**src/logic/flag_status_consts.svh**
```systemverilog
// Constants for the converter flag and status register block
// Notes on behaviour
// - Two-bit field names the faulting channel
// - Faults latch until status or channel read
// - Under-range fault sets, clears on status read
// - Over-range fault sets, clears on status read
// - Timeout fault sets, clears on status read
// - Amplitude high fault sets, clears on read
// - Amplitude low fault sets, clears on read
// - Zero count fault sets, clears on read
// - Single channel: ready after one result
// - Sequential: ready after all active channels
// - Per-channel pending flags, channel 0 at bit 3
// - Two-channel variant never reports channels 2, 3
// - Under-range recorded only when its enable set
// - Ready recorded only when its enable set
`ifndef FLAG_STATUS_CONSTS_SVH
`define FLAG_STATUS_CONSTS_SVH
`define STATUS_ADDR        8'h18
`define DATA_ADDR_BASE     8'h00
`define NUM_CH             4
`define BIT_CHAN_HI        15
`define BIT_CHAN_LO        14
`define BIT_UR             13
`define BIT_OR             12
`define BIT_WD             11
`define BIT_AH             10
`define BIT_AL             9
`define BIT_ZC             8
`define BIT_READY          6
`define FAULT_NONE         6'h00
`define PENDING_NONE       4'h0
`define CHAN_RESET         2'h0
`define STATUS_RESET       16'h0000
`define DATA_REG_STRIDE    8'h02
`endif

```
**src/logic/flag_status_pkg.sv**
```systemverilog
// Types shared by the flag status block
package flag_status_pkg;
  typedef logic [1:0] chan_t;
  typedef struct packed {
    logic underrange;
    logic overrange;
    logic timeout;
    logic amp_high;
    logic amp_low;
    logic zero_count;
  } fault_s;
  typedef enum logic [0:0] {
    MODE_SINGLE     = 1'b0,
    MODE_SEQUENTIAL = 1'b1
  } conv_mode_e;
endpackage

```
**src/logic/pending_if.sv**
```systemverilog
// Interface carrying per-channel result events and pending flags
`timescale 1ns/1ps
interface pending_if;
  logic [3:0] result_done;
  logic [3:0] result_read;
  logic [3:0] pending;
  modport owner (input result_done, input result_read, output pending);
  modport user  (output result_done, output result_read, input pending);
endinterface

```
**src/logic/flag_status_reg.sv**
```systemverilog
// Converter flag and status register with latched faults
`timescale 1ns/1ps
`include "flag_status_consts.svh"
module flag_status_reg #(
  parameter bit FOUR_CHANNEL = 1'b1
) (
  input  wire logic        REF_CLK_IN,
  input  wire logic        NRST_IN,
  input  wire logic        RD_STROBE_IN,
  input  wire logic [7:0]  RD_ADDR_IN,
  input  wire logic        WR_STROBE_IN,
  input  wire logic [15:0] WR_DATA_IN,
  input  wire logic [3:0]  ACTIVE_CH_IN,
  input  wire logic        SEQ_MODE_IN,
  input  wire logic [3:0]  RESULT_DONE_IN,
  input  wire logic [1:0]  FAULT_CH_IN,
  input  wire logic [5:0]  FAULT_EVENT_IN,
  input  wire logic [5:0]  FAULT_IRQ_ENABLE_IN,
  input  wire logic        RESULT_READY_IRQ_ENABLE_IN,
  output logic      [15:0] STATUS_OUT,
  output logic             INTERRUPT_OUT_N
);
  ////////////////////////////////////////////////////////////////////////////
  // Decode helpers
  function automatic logic [3:0] data_read_hit(input logic rd, input logic [7:0] a);
    logic [3:0] hit;
    hit = 4'h0;
    for (int i = 0; i < `NUM_CH; i++) begin
      if (rd && a == (`DATA_ADDR_BASE + 8'(i) * `DATA_REG_STRIDE)) begin
        hit[i] = 1'b1;
      end
    end
    return hit;
  endfunction

  function automatic logic [3:0] variant_mask(input logic four);
    return four ? 4'hF : 4'h3;
  endfunction

  ////////////////////////////////////////////////////////////////////////////
  // Channel mask, event qualification
  logic [3:0] var_mask;
  logic [3:0] ch_mask;
  logic [3:0] done_ok;
  logic [3:0] data_rd;
  logic       status_rd;
  logic       fault_ch_ok;
  logic       fault_hit;
  flag_status_pkg::fault_s fault_new;

  // Write path ignored: the status word is read only
  logic unused_wr;
  assign unused_wr   = WR_STROBE_IN ^ (^WR_DATA_IN);

  // Held in a net: a function result cannot be bit-selected
  assign var_mask    = variant_mask(FOUR_CHANNEL);
  assign ch_mask     = var_mask & ACTIVE_CH_IN;
  assign done_ok     = RESULT_DONE_IN & ch_mask;
  assign data_rd     = data_read_hit(RD_STROBE_IN, RD_ADDR_IN);
  assign status_rd   = RD_STROBE_IN && RD_ADDR_IN == `STATUS_ADDR;
  assign fault_ch_ok = ch_mask[FAULT_CH_IN];
  // Faults count only from active channels and enabled types
  assign fault_new   = fault_ch_ok ? (FAULT_EVENT_IN & FAULT_IRQ_ENABLE_IN)
                                   : `FAULT_NONE;
  assign fault_hit   = |fault_new;

  ////////////////////////////////////////////////////////////////////////////
  // Pending flags
  pending_if pif ();
  assign pif.result_done = done_ok;
  assign pif.result_read = data_rd;

  pending_tracker u_pending (
    .clk_in  (REF_CLK_IN),
    .nrst_in (NRST_IN),
    .pif     (pif)
  );

  ////////////////////////////////////////////////////////////////////////////
  // Fault latch, channel field, ready flag
  flag_status_pkg::fault_s fault_q;
  flag_status_pkg::fault_s fault_d;
  flag_status_pkg::chan_t  chan_q;
  flag_status_pkg::chan_t  chan_d;
  logic       ready_q;
  logic       ready_d;
  logic [3:0] fresh_q;
  logic [3:0] fresh_d;
  logic       ready_evt;
  logic       fault_clr;
  logic       irq_n_q;
  logic       irq_n_d;
  logic [15:0] status_d;
  logic [15:0] status_q;

  always_comb begin
    fresh_d   = fresh_q | done_ok;
    ready_evt = 1'b0;
    if (flag_status_pkg::conv_mode_e'(SEQ_MODE_IN) == flag_status_pkg::MODE_SINGLE) begin
      ready_evt = |done_ok;
      fresh_d   = 4'h0;
    end else if (ch_mask != 4'h0 && (fresh_d & ch_mask) == ch_mask) begin
      ready_evt = 1'b1;
      fresh_d   = 4'h0;
    end
    // Latched faults drop on a status read or a read of the faulting channel
    fault_clr = status_rd || data_rd[chan_q];
    fault_d   = fault_clr ? `FAULT_NONE : fault_q;
    fault_d   = fault_d | fault_new;
    chan_d    = fault_hit ? FAULT_CH_IN : chan_q;
    ready_d   = (ready_q & ~status_rd) | (ready_evt & RESULT_READY_IRQ_ENABLE_IN);
    irq_n_d   = ~((|fault_d) | ready_d);
    status_d  = `STATUS_RESET;
    status_d[`BIT_CHAN_HI:`BIT_CHAN_LO] = chan_d;
    status_d[`BIT_UR]    = fault_d.underrange;
    status_d[`BIT_OR]    = fault_d.overrange;
    status_d[`BIT_WD]    = fault_d.timeout;
    status_d[`BIT_AH]    = fault_d.amp_high;
    status_d[`BIT_AL]    = fault_d.amp_low;
    status_d[`BIT_ZC]    = fault_d.zero_count;
    status_d[`BIT_READY] = ready_d;
    // Channel 0 sits at bit 3 down to channel 3 at bit 0
    for (int i = 0; i < `NUM_CH; i++) begin
      status_d[3 - i] = pif.pending[i] & var_mask[i];
    end
  end

  always_ff @(posedge REF_CLK_IN or negedge NRST_IN) begin
    if (!NRST_IN) begin
      fault_q  <= `FAULT_NONE;
      chan_q   <= `CHAN_RESET;
      ready_q  <= 1'b0;
      fresh_q  <= `PENDING_NONE;
      irq_n_q  <= 1'b1;
      status_q <= `STATUS_RESET;
    end else begin
      fault_q  <= fault_d;
      chan_q   <= chan_d;
      ready_q  <= ready_d;
      fresh_q  <= fresh_d;
      irq_n_q  <= irq_n_d;
      status_q <= status_d;
    end
  end

  // Pending bits lag the tracker by one cycle in the image
  assign STATUS_OUT      = status_q;
  assign INTERRUPT_OUT_N = irq_n_q;
endmodule // flag_status_reg

```
**src/logic/pending_tracker.sv**
```systemverilog
// Per-channel unread result flags
`timescale 1ns/1ps
`include "flag_status_consts.svh"
module pending_tracker (
  input  wire logic clk_in,
  input  wire logic nrst_in,
  pending_if.owner  pif
);
  logic [3:0] pending_q;
  logic [3:0] pending_d;

  always_comb begin
    // Set wins over a read in the same cycle
    pending_d = (pending_q & ~pif.result_read) | pif.result_done;
  end

  always_ff @(posedge clk_in or negedge nrst_in) begin
    if (!nrst_in) begin
      pending_q <= `PENDING_NONE;
    end else begin
      pending_q <= pending_d;
    end
  end

  assign pif.pending = pending_q;
endmodule // pending_tracker

```
**config.mk**
```make
export PLATFORM = sky130hd
export DESIGN_NAME = flag_status_reg
export DESIGN_NICKNAME = d
export VERILOG_FILES = /design/src/logic/flag_status_pkg.sv /design/src/logic/pending_if.sv /design/src/logic/flag_status_reg.sv /design/src/logic/pending_tracker.sv
export VERILOG_INCLUDE_DIRS = /design/src /design/src/logic
export SDC_FILE = /design/constraint.sdc
export NUM_CORES = 1
export LEC_CHECK = 0
export BUFFER_PORTS_ARGS = -buffer_cell sky130_fd_sc_hd__buf_2
export CORE_AREA = 3 3 56 58
export DETAILED_ROUTE_END_ITERATION = 6
export DIE_AREA = 0 0 59 61
export PLACE_DENSITY = 0.8
export SKIP_LAST_GASP = 1
export SLEW_MARGIN = 10
export SYNTH_ARGS = -nofsm -noshare
export SYNTH_HDL_FRONTEND = slang
export SYNTH_HIERARCHICAL = 1
export SYNTH_SLANG_ARGS = --single-unit
```
**constraint.sdc**
```tcl
create_clock -name REF_CLK_IN -period 1.7 [get_ports REF_CLK_IN]
set_input_delay 0.085 -clock REF_CLK_IN [delete_from_list [all_inputs] [get_ports REF_CLK_IN]]
set_output_delay 0.085 -clock REF_CLK_IN [all_outputs]
set_load 0.02 [all_outputs]
```
Yosys cells after proc, flatten, opt, wreduce, memory -nomap -nowiden
Cells that the tools add are included.
{"block": "word_totals", "inputBits": 52, "reg_bits": 31}
{"block": "op_classes", "n_bitwise": 14, "eq_ne": 5, "n_reduce_logical": 12, "order_cmp": 2, "n_mux": 15}
{"operator": "$eq A8 B3 Y1 const B", "count": 2}
{"operator": "$and A4 B4 Y4", "count": 3}
{"operator": "$mux W6", "count": 2}
{"operator": "$reduce_or A6 Y1", "count": 2}
{"operator": "$eq A8 B2 Y1 const B", "count": 1}
{"operator": "$eq A8 B5 Y1 const B", "count": 1}
{"operator": "$logic_not A8 Y1", "count": 1}
{"operator": "$mux W1", "count": 8}
{"operator": "$mux W4", "count": 2}
{"operator": "$or A4 B4 Y4", "count": 2}
{"operator": "$and A6 B6 Y6", "count": 1}
{"operator": "$logic_and A1 B1 Y1", "count": 6}
{"operator": "$lt A2 B3 Y1 const B", "count": 2}
{"operator": "$or A6 B6 Y6", "count": 1}
{"operator": "$bmux W1 S2", "count": 2}
{"operator": "$eq A4 B4 Y1", "count": 1}
{"operator": "$not A4 Y4", "count": 1}
{"operator": "$reduce_bool A4 Y1", "count": 1}
{"operator": "$reduce_or A4 Y1", "count": 1}
{"operator": "$and A1 B1 Y1", "count": 2}
{"operator": "$mux W2", "count": 1}
{"operator": "$not A1 Y1", "count": 2}
{"operator": "$or A1 B1 Y1", "count": 2}
{"operator": "$logic_or A1 B1 Y1", "count": 1}

Logic depth before layout (Yosys ltp)
Gate-level depths: netlist of the first run.
{"block": "logic_depth", "word_depth": 11, "ltp_mapped": 6, "mapped_depth_nobuf": 6}

Cells and area by module
The synthesis of the first run kept the hierarchy.
{"mod": "flag_status_reg", "seq_area_each_um2": 451.7, "area_each_um2": 927.1, "n_inst": 1, "cells_each": 80}
{"mod": "pending_tracker", "seq_area_each_um2": 100.1, "area_each_um2": 145.1, "n_inst": 1, "cells_each": 12}

Worst setup path before layout of the first run
No wires, ideal clock.
{"block": "synth_path", "path_kind": "flip-flop to flip-flop", "start": "register chan_q[0]", "end": "register status_q[10] (netlist: STATUS_OUT[10])", "setup_slack_ns": 0.261, "path_buffers": 0, "period_less_slack_ns": 1.439, "path_stages_with_launch": 5, "required_time_ns": 1.578, "arrival_time_ns": 1.317, "path_cell_list": "dfrtp_1 > xor2_1 > o41ai_1 > nand2_1 > a32o_1"}
{"item": "start: declaration", "line": "flag_status_reg.sv:83", "text": "flag_status_pkg::chan_t chan_q;"}
{"item": "start signal: assignment", "line": "flag_status_reg.sv:131", "text": "chan_q <= `CHAN_RESET;"}
{"item": "start signal: assignment", "line": "flag_status_reg.sv:138", "text": "chan_q <= chan_d;"}
{"item": "end signal: assignment", "line": "flag_status_reg.sv:135", "text": "status_q <= `STATUS_RESET;"}
{"item": "end signal: assignment", "line": "flag_status_reg.sv:142", "text": "status_q <= status_d;"}
{"item": "end: declaration", "line": "flag_status_reg.sv:94", "text": "logic [15:0] status_q;"}

==> metrics.md, run 1 <==
| Metric | Value |
|---|---|
| Status | complete, no violations |
| Number of max-cap violations | 0 |
| Die H | 61 µm |
| Max Slew Vio Count | 0 |
| H-tree depth | 1 |
| DIE AREA | 0.003599 mm² |
| Detailed Routing Iterations Pass 1 | 5 |
| ANT cells | 0 |
| Synth Warn # | 6 |
| Buffers on Ports | 48 |
| 1st-iter DRT viols | 27 |
| Initial Utilization | 39.57% |
| Nets@finish | 196 |
| CTS max path bufs | 2 |
| Worst hold-check path type | in2reg |
| Total grt overflow | 0 |
| FMAX | 661.6 MHz |
| Die width | 59 µm |
| Vias post-DR | 907 |
| Clock slew at reported path FFs | 0.12 ns |
| Post-Route Setup TNS | 0 ns |
| Ports | 69 |
| CP Max Fanout | 7 |
| Post-synthesis cell type count | 30 |
| Final setup fails | 0 |
| Mapped Area | 0.001072 mm² |
| Clock period minus worst slack | 1.512 ns |
| FILL cells | 268 |
| Slowest cell on crit path | dfrtp_1 |
| Tcrit/Tclk final | 88.92% |
| Post-route ant nets | 0 |
| Core Area | 0.002710 mm² |
| DRC Markers | 0 |
| Clock Sink Count | 22 |
| Critical-path cell list | xor2_1, o41ai_1, nand2_1, a32o_1 |
| Worst IR Drop VDD | 0.5039 mV |
| Top cells by area, synth | dfrtp_1, a32o_1, nor2_1, a21o_1, buf_4 |
| WL/cell | 14.28 µm |
| WS Path Type | reg2reg |
| Routability Congestion | 0.9116 |
| Max incr delay on CP | 0.42 ns |
| Cell taking the most area after synthesis | dfrtp_1 |
| Total wire length | 2485 µm |
| FF+latch count, synth | 22 |
| Power Density | 768.7 mW/mm² |
| Pleak | 0.5868 nW |
| Yosys top cell area share | 49.01% |
| Worst Path Arrival | 1.71 ns |
| TritonCTS Buffers | 3 |
| Power Total | 1.057 mW |
| Sequential area share after synthesis | 51.46% |
| GRT Total Usage | 13.83% |
| Proportion of layout cells with a drive suffix above 1 | 43.36% |
| Area growth syn-to-layout | 28.24% |
| Mean Syn Cell Area | 11.66 µm² |
| Hold-fix buffers at CTS | 1 |
| Vias in the first global route | 825 |
| First-pass GRT wire length | 3670 µm |
| Root Driver | clkbuf_4 |
| Skew final | 0.002916 ns |
| Final hold violations | 0 |
| Pin count of the biggest net entering global routing | 23 |
| CTS tree | built |
| Gate Count Post-Synth | 92 |
| CP endpoint kind | flip-flop |
| CP required | 1.89 ns |
| Vias/cell | 5.213 |
| RSZ-0062 raised after global routing | false |
| Post-CTS setup buffers | 0 |
| Row cnt | 19 |
| CTS resizes | 0 |
| Detailed Place HPWL | 2054 µm |
| Clk_lat worst skew | 0.30 ns |
| Startpoint type of the worst setup path | flip-flop |
| Initial antenna violation count | 0 |
-- cells by family after synthesis --
kind of cell / after synthesis / synth area share (%)
AND/OR/NAND/NOR: 32 / 16.80
other: 1 / 0.3497
buffers and inverters: 9 / 4.550
flip-flops: 22 / 51.46
XOR/XNOR: 2 / 1.634
AO/OA/AOI/OAI: 23 / 20.30
multiplexers: 3 / 4.901
-- report_power, final --
part / leakage, nW / switching, mW / internal (mW)
sequential: 0.220 / 0.0184 / 0.546
combinational: 0.345 / 0.114 / 0.0942
clock: 0.0210 / 0.153 / 0.131
-- path summary, 6_finish.rpt --
check | start | end | slack (ns) | cells after the start
max in group asynchronous | NRST_IN | INTERRUPT_OUT_N$_DFF_PN1_ | 1.09 | 2
hold reg to reg | u_pending/pif.pending[1]$_DFF_PN0_ | STATUS_OUT[2]$_DFF_PN0_ | 0.40 | 0
setup / recovery | chan_q[0]$_DFFE_PN0N_ | STATUS_OUT[13]$_DFF_PN0_ | 0.19 | 4
hold / removal | FAULT_CH_IN[1] | STATUS_OUT[15]$_DFFE_PN0N_ | 0.03 | 2
min in group asynchronous | NRST_IN | STATUS_OUT[13]$_DFF_PN0_ | 0.26 | 2
setup reg to reg | chan_q[0]$_DFFE_PN0N_ | STATUS_OUT[13]$_DFF_PN0_ | 0.19 | 4
-- flip-flops by register name, summed over array words and instances, names as in the netlist --
| name | flops |
|---|---|
| u_pending/pif.pending | 4 |
| STATUS_OUT | 12 |
| chan_q | 1 |
| fresh_q | 4 |
| INTERRUPT_OUT_N | 1 |
-- Yosys cell counts (all sizes together) --
| cell type | n |
|---|---|
| buf | 4 |
| nor4 | 2 |
| dfstp | 1 |
| a31oi | 1 |
| dfrtp | 21 |
| o21ai | 1 |
| a211oi | 1 |
| a32o | 6 |
| inv | 5 |
| a21o | 5 |
| and2 | 4 |
| xor2 | 2 |
| or3b | 1 |
| o211ai | 1 |
| a22oi | 3 |
| a211o | 2 |
| mux2 | 2 |
| and4 | 1 |
| nor2 | 12 |
| mux4 | 1 |
| nor2b | 1 |
| conb | 1 |
| nor3b | 4 |
| nor3 | 2 |
| nand4bb | 1 |
| nand2 | 4 |
| o41ai | 3 |
-- critical path, delay by kind of cell, from the launching register on --
| kind | cells | cell delay [ns] |
|---|---|---|
| XOR/XNOR | 1 | 0.15 |
| flip-flops | 1 | 0.42 |
| AND/OR/NAND/NOR | 1 | 0.25 |
| AO/OA/AOI/OAI | 2 | 0.58 |
-- per-layer routing --
layer,vias up,wire [µm],global-route usage (%)
li1,438,-,-
met2,32,1326,23.82
met5,-,0,0
met3,0,163,2.553
met4,0,0,5.825
met1,437,995,17.04
-- layout make-up --
cell class	instances	area, µm²	area share [%]
multi-input combinational	63	479.2	34.85
tap	31	38.79	2.821
timing repair buffer	49	250.2	18.20
sequential	22	551.8	40.13
clock buffer	4	36.28	2.639
inverter	5	18.77	1.365
-- stage by stage --
step	hold WS [ns]	instances	setup WS [ns]	utilization (%)	instance area, µm²
after CTS	0.01322	174	0.1926	50.74	1375
after global placement	0.06091	169	0.2578	49.03	1329
after detailed placement	0.07014	169	0.2095	49.03	1329
after floorplan	-0.2106	94	0.2615	-	1080
after global routing	0.01435	174	0.1379	50.74	1375
final	0.02859	174	0.1884	50.74	1375
-- cells in the final DEF, fill, tap and decap left out, types with 2 or more instances in the layout --
master	instances
conb_1	3
nand2_1	4
nor3b_1	4
clkbuf_4	3
mux2_4	2
a22oi_1	3
buf_2	48
a211o_1	2
nor4_1	2
a32o_1	6
dfrtp_1	21
xor2_1	2
a21o_1	5
and2_1	4
inv_1	4
nor2_1	12
o41ai_1	2
Power figures use the tool's default switching activity.
==> run 2: changes to the inputs <==
--- a/config.mk
+++ b/config.mk
@@ -11,6 +11,8 @@
 export DETAILED_ROUTE_END_ITERATION = 6
 export DIE_AREA = 0 0 59 61
 export PLACE_DENSITY = 0.8
+export RECOVER_POWER = 100
+export SETUP_SLACK_MARGIN = 0.4
 export SKIP_LAST_GASP = 1
 export SLEW_MARGIN = 10
 export SYNTH_ARGS = -nofsm -noshare
==> run 2 against run 1 <==
Non-clock buffer count is 2 higher. Combinational power hardly changed. Global-route usage grew 0.26 points. Critical path type unchanged. Largest cell class unchanged.
==> metrics.md, run 2 (synthesis results as in run 1) <==
| Metric | Value |
|---|---|
| Buffers on Ports | 48 (unchanged) |
| Worst Path Arrival | 1.72 ns (was 1.71 ns) |
| Pleak | 0.5651 nW (was 0.5868 nW) |
| Vias post-DR | 936 (was 907) |
| Largest register FFs | 12 (unchanged) |
| R2r worst-path depth | 4 (unchanged) |
| CP required | 1.93 ns (was 1.89 ns) |
| Final hold violations | 0 (unchanged) |
| Number of max-cap violations | 0 (unchanged) |
| Clock slew at reported path FFs | 0.12 ns (about the same) |
| Clk_lat worst skew | 0.32 ns (was 0.30 ns) |
| Total wire length | 2580 µm (was 2485 µm) |
| Post-route setup slack | 0.2140 ns (was 0.1884 ns) |
| Max transition margin | 22.74% |
| Total grt overflow | 0 (unchanged) |
| Dpl cells | 169 (unchanged) |
| Detailed Routing Iterations Pass 1 | 4 (was 5) |
| Vias/cell | 5.318 (was 5.213) |
| Tcrit/Tclk final | 87.41% (was 88.92%) |
| Status | complete, no violations (unchanged) |
| Worst hold-check path type | in2reg (unchanged) |
| RR Endpoint | INTERRUPT_OUT_N$_DFF_PN1_ (was STATUS_OUT[13]$_DFF_PN0_) |
| Grt peak-use layer | met2 (unchanged) |
| FMAX | 672.9 MHz (was 661.6 MHz) |
| Die H | 61 µm (unchanged) |
| CP Max Fanout | 7 (unchanged) |
| Fin cells | 176 (was 174) |
| Proportion of layout cells with a drive suffix above 1 | 31.03% (was 43.36%) |
| CTS max path bufs | 2 (unchanged) |
| WL/cell | 14.66 µm (was 14.28 µm) |
| Final setup fails | 0 (unchanged) |
| Most common cell after layout, fill and taps aside | buf_2 (unchanged) |
| FILL cells | 262 (was 268) |
| M1 GR Usage | 19.17% (was 17.04%) |
| Startpoint type of the worst setup path | flip-flop (unchanged) |
| Core Area | 0.002710 mm² (unchanged) |
| TritonCTS Buffers | 3 (unchanged) |
| Routability Congestion | 0.8843 (was 0.9116) |
| R2R setup slack | 0.21 ns (was 0.19 ns) |
| Worst setup endpoint | INTERRUPT_OUT_N$_DFF_PN1_ (was STATUS_OUT[13]$_DFF_PN0_) |
| Detailed Place HPWL | 2066 µm (was 2054 µm) |
| Critical path launch point | chan_q[0]$_DFFE_PN0N_ (unchanged) |
| Ports | 69 (unchanged) |
| Met2 usage | 21.61% (was 23.82%) |
| DP Worst Slack | 0.2235 ns (was 0.2095 ns) |
| Hold WS | 0.009957 ns (was 0.02859 ns) |
| Clock Sink Count | 22 (unchanged) |
| Vias in the first global route | 847 (was 825) |
| Root Driver | clkbuf_4 (unchanged) |
| Skew final | 0.003780 ns (was 0.002916 ns) |
| Pin count of the biggest net entering global routing | 23 (unchanged) |
| Measured slew at the worst slew-check pin | 1.159 ns |
| Row cnt | 19 (unchanged) |
| Post-route ant nets | 0 (unchanged) |
| First-pass GRT wire length | 3719 µm (was 3670 µm) |
| Post-Route Setup TNS | 0 ns (unchanged) |
| Max Slew Vio Count | 0 (unchanged) |
| Met3 GRT Util | 2.128% (was 2.553%) |
| Worst IR Drop VDD | 0.3993 mV (was 0.5039 mV) |
| Die width | 59 µm (unchanged) |
| Power Density | 789.5 mW/mm² (was 768.7 mW/mm²) |
| 1st-iter DRT viols | 51 (was 27) |
| RSZ-0062 raised after global routing | true (was false) |
| Initial Utilization | 39.57% (unchanged) |
| GRT Total Usage | 14.09% (was 13.83%) |
| DIE AREA | 0.003599 mm² (unchanged) |
| ANT cells | 0 (unchanged) |
| Clock period minus worst slack | 1.486 ns (was 1.512 ns) |
| Area growth syn-to-layout | 26.49% (was 28.24%) |
| WS Path Type | reg2reg (unchanged) |
| RR Startpoint | chan_q[0]$_DFFE_PN0N_ (unchanged) |
| Most frequent cells in the layout | buf_2, dfrtp_1, clkbuf_1, nor2_1, a32o_1 (was buf_2, dfrtp_1, nor2_1, a32o_1, a21o_1) |
| Initial antenna violation count | 0 (unchanged) |
| DRC Markers | 0 (unchanged) |
| Nets@finish | 198 (was 196) |
| CTS tree | built (unchanged) |
| CP endpoint kind | flip-flop (unchanged) |
| Final core occ | 50.05% (was 50.74%) |
| H-tree depth | 1 (unchanged) |
[run 2: routing by layer]
layer,part of all wire (%),up-vias
li1,-,442
met1,42,453
met2,48,36
met3,7.6,5
met4,2.3,0
met5,0,-
[run 2: area by class of cell]
type | instances | area, µm² | share of cell area, %
Sequential cell | 22 | 553.0 | 40.77
Inverter | 5 | 18.77 | 1.384
Timing Repair Buffer | 51 | 246.5 | 18.17
Clock buffer | 4 | 36.28 | 2.675
Tap cell | 31 | 38.79 | 2.860
Multi-Input combinational cell | 63 | 462.9 | 34.13
[run 2: how the worst min path moves through the flow]
| stage | slack, ns | cells past startpoint | end | start |
|---|---|---|---|---|
| 5_1_grt | 0.02 | 2 | STATUS_OUT[15]$_DFFE_PN0N_ | FAULT_CH_IN[1] |
| 4_1_cts | 0.006 | 2 | STATUS_OUT[15]$_DFFE_PN0N_ | FAULT_CH_IN[1] |
| 2_1_floorplan | -0.21 | 0 | STATUS_OUT[0]$_DFF_PN0_ | NRST_IN |
| 3_5_place_dp | 0.07 | 1 | STATUS_OUT[13]$_DFF_PN0_ | NRST_IN |
| 6_report | 0.01 | 2 | STATUS_OUT[15]$_DFFE_PN0N_ | FAULT_CH_IN[1] |
| 3_3_place_gp | 0.06 | 1 | STATUS_OUT[12]$_DFF_PN0_ | NRST_IN |
[run 2: repair_timing]
item | CTS | global route
setup buffers | 1 | 1
gates resized for setup | 0 | 1
pin swaps | 1 | 7
endpoints found under the hold margin | 21 | 0
hold buffers | 1 | 0
endpoints found under the setup margin | 7 | 11
[run 2: stage by stage]
stage | power, mW | instance area (µm²)
global placement | 0.7755 | 1330
floorplan | 0.6910 | 1081
finish | 1.071 | 1356
detailed placement | 0.7851 | 1330
global route | 1.110 | 1356
CTS | 1.082 | 1384
[run 2: critical path, cell delays in order, from the launching register on]
cell and delay [ns]:
dfrtp_2 0.43, xor2_1 0.14, o41ai_1 0.29, nand2_1 0.24, a211oi_1 0.29
[run 2: power breakdown]
group          switching (mW)  internal (mW)
combinational           0.117         0.0945
clock                   0.162          0.131
sequential             0.0183          0.547
total                   0.298          0.773
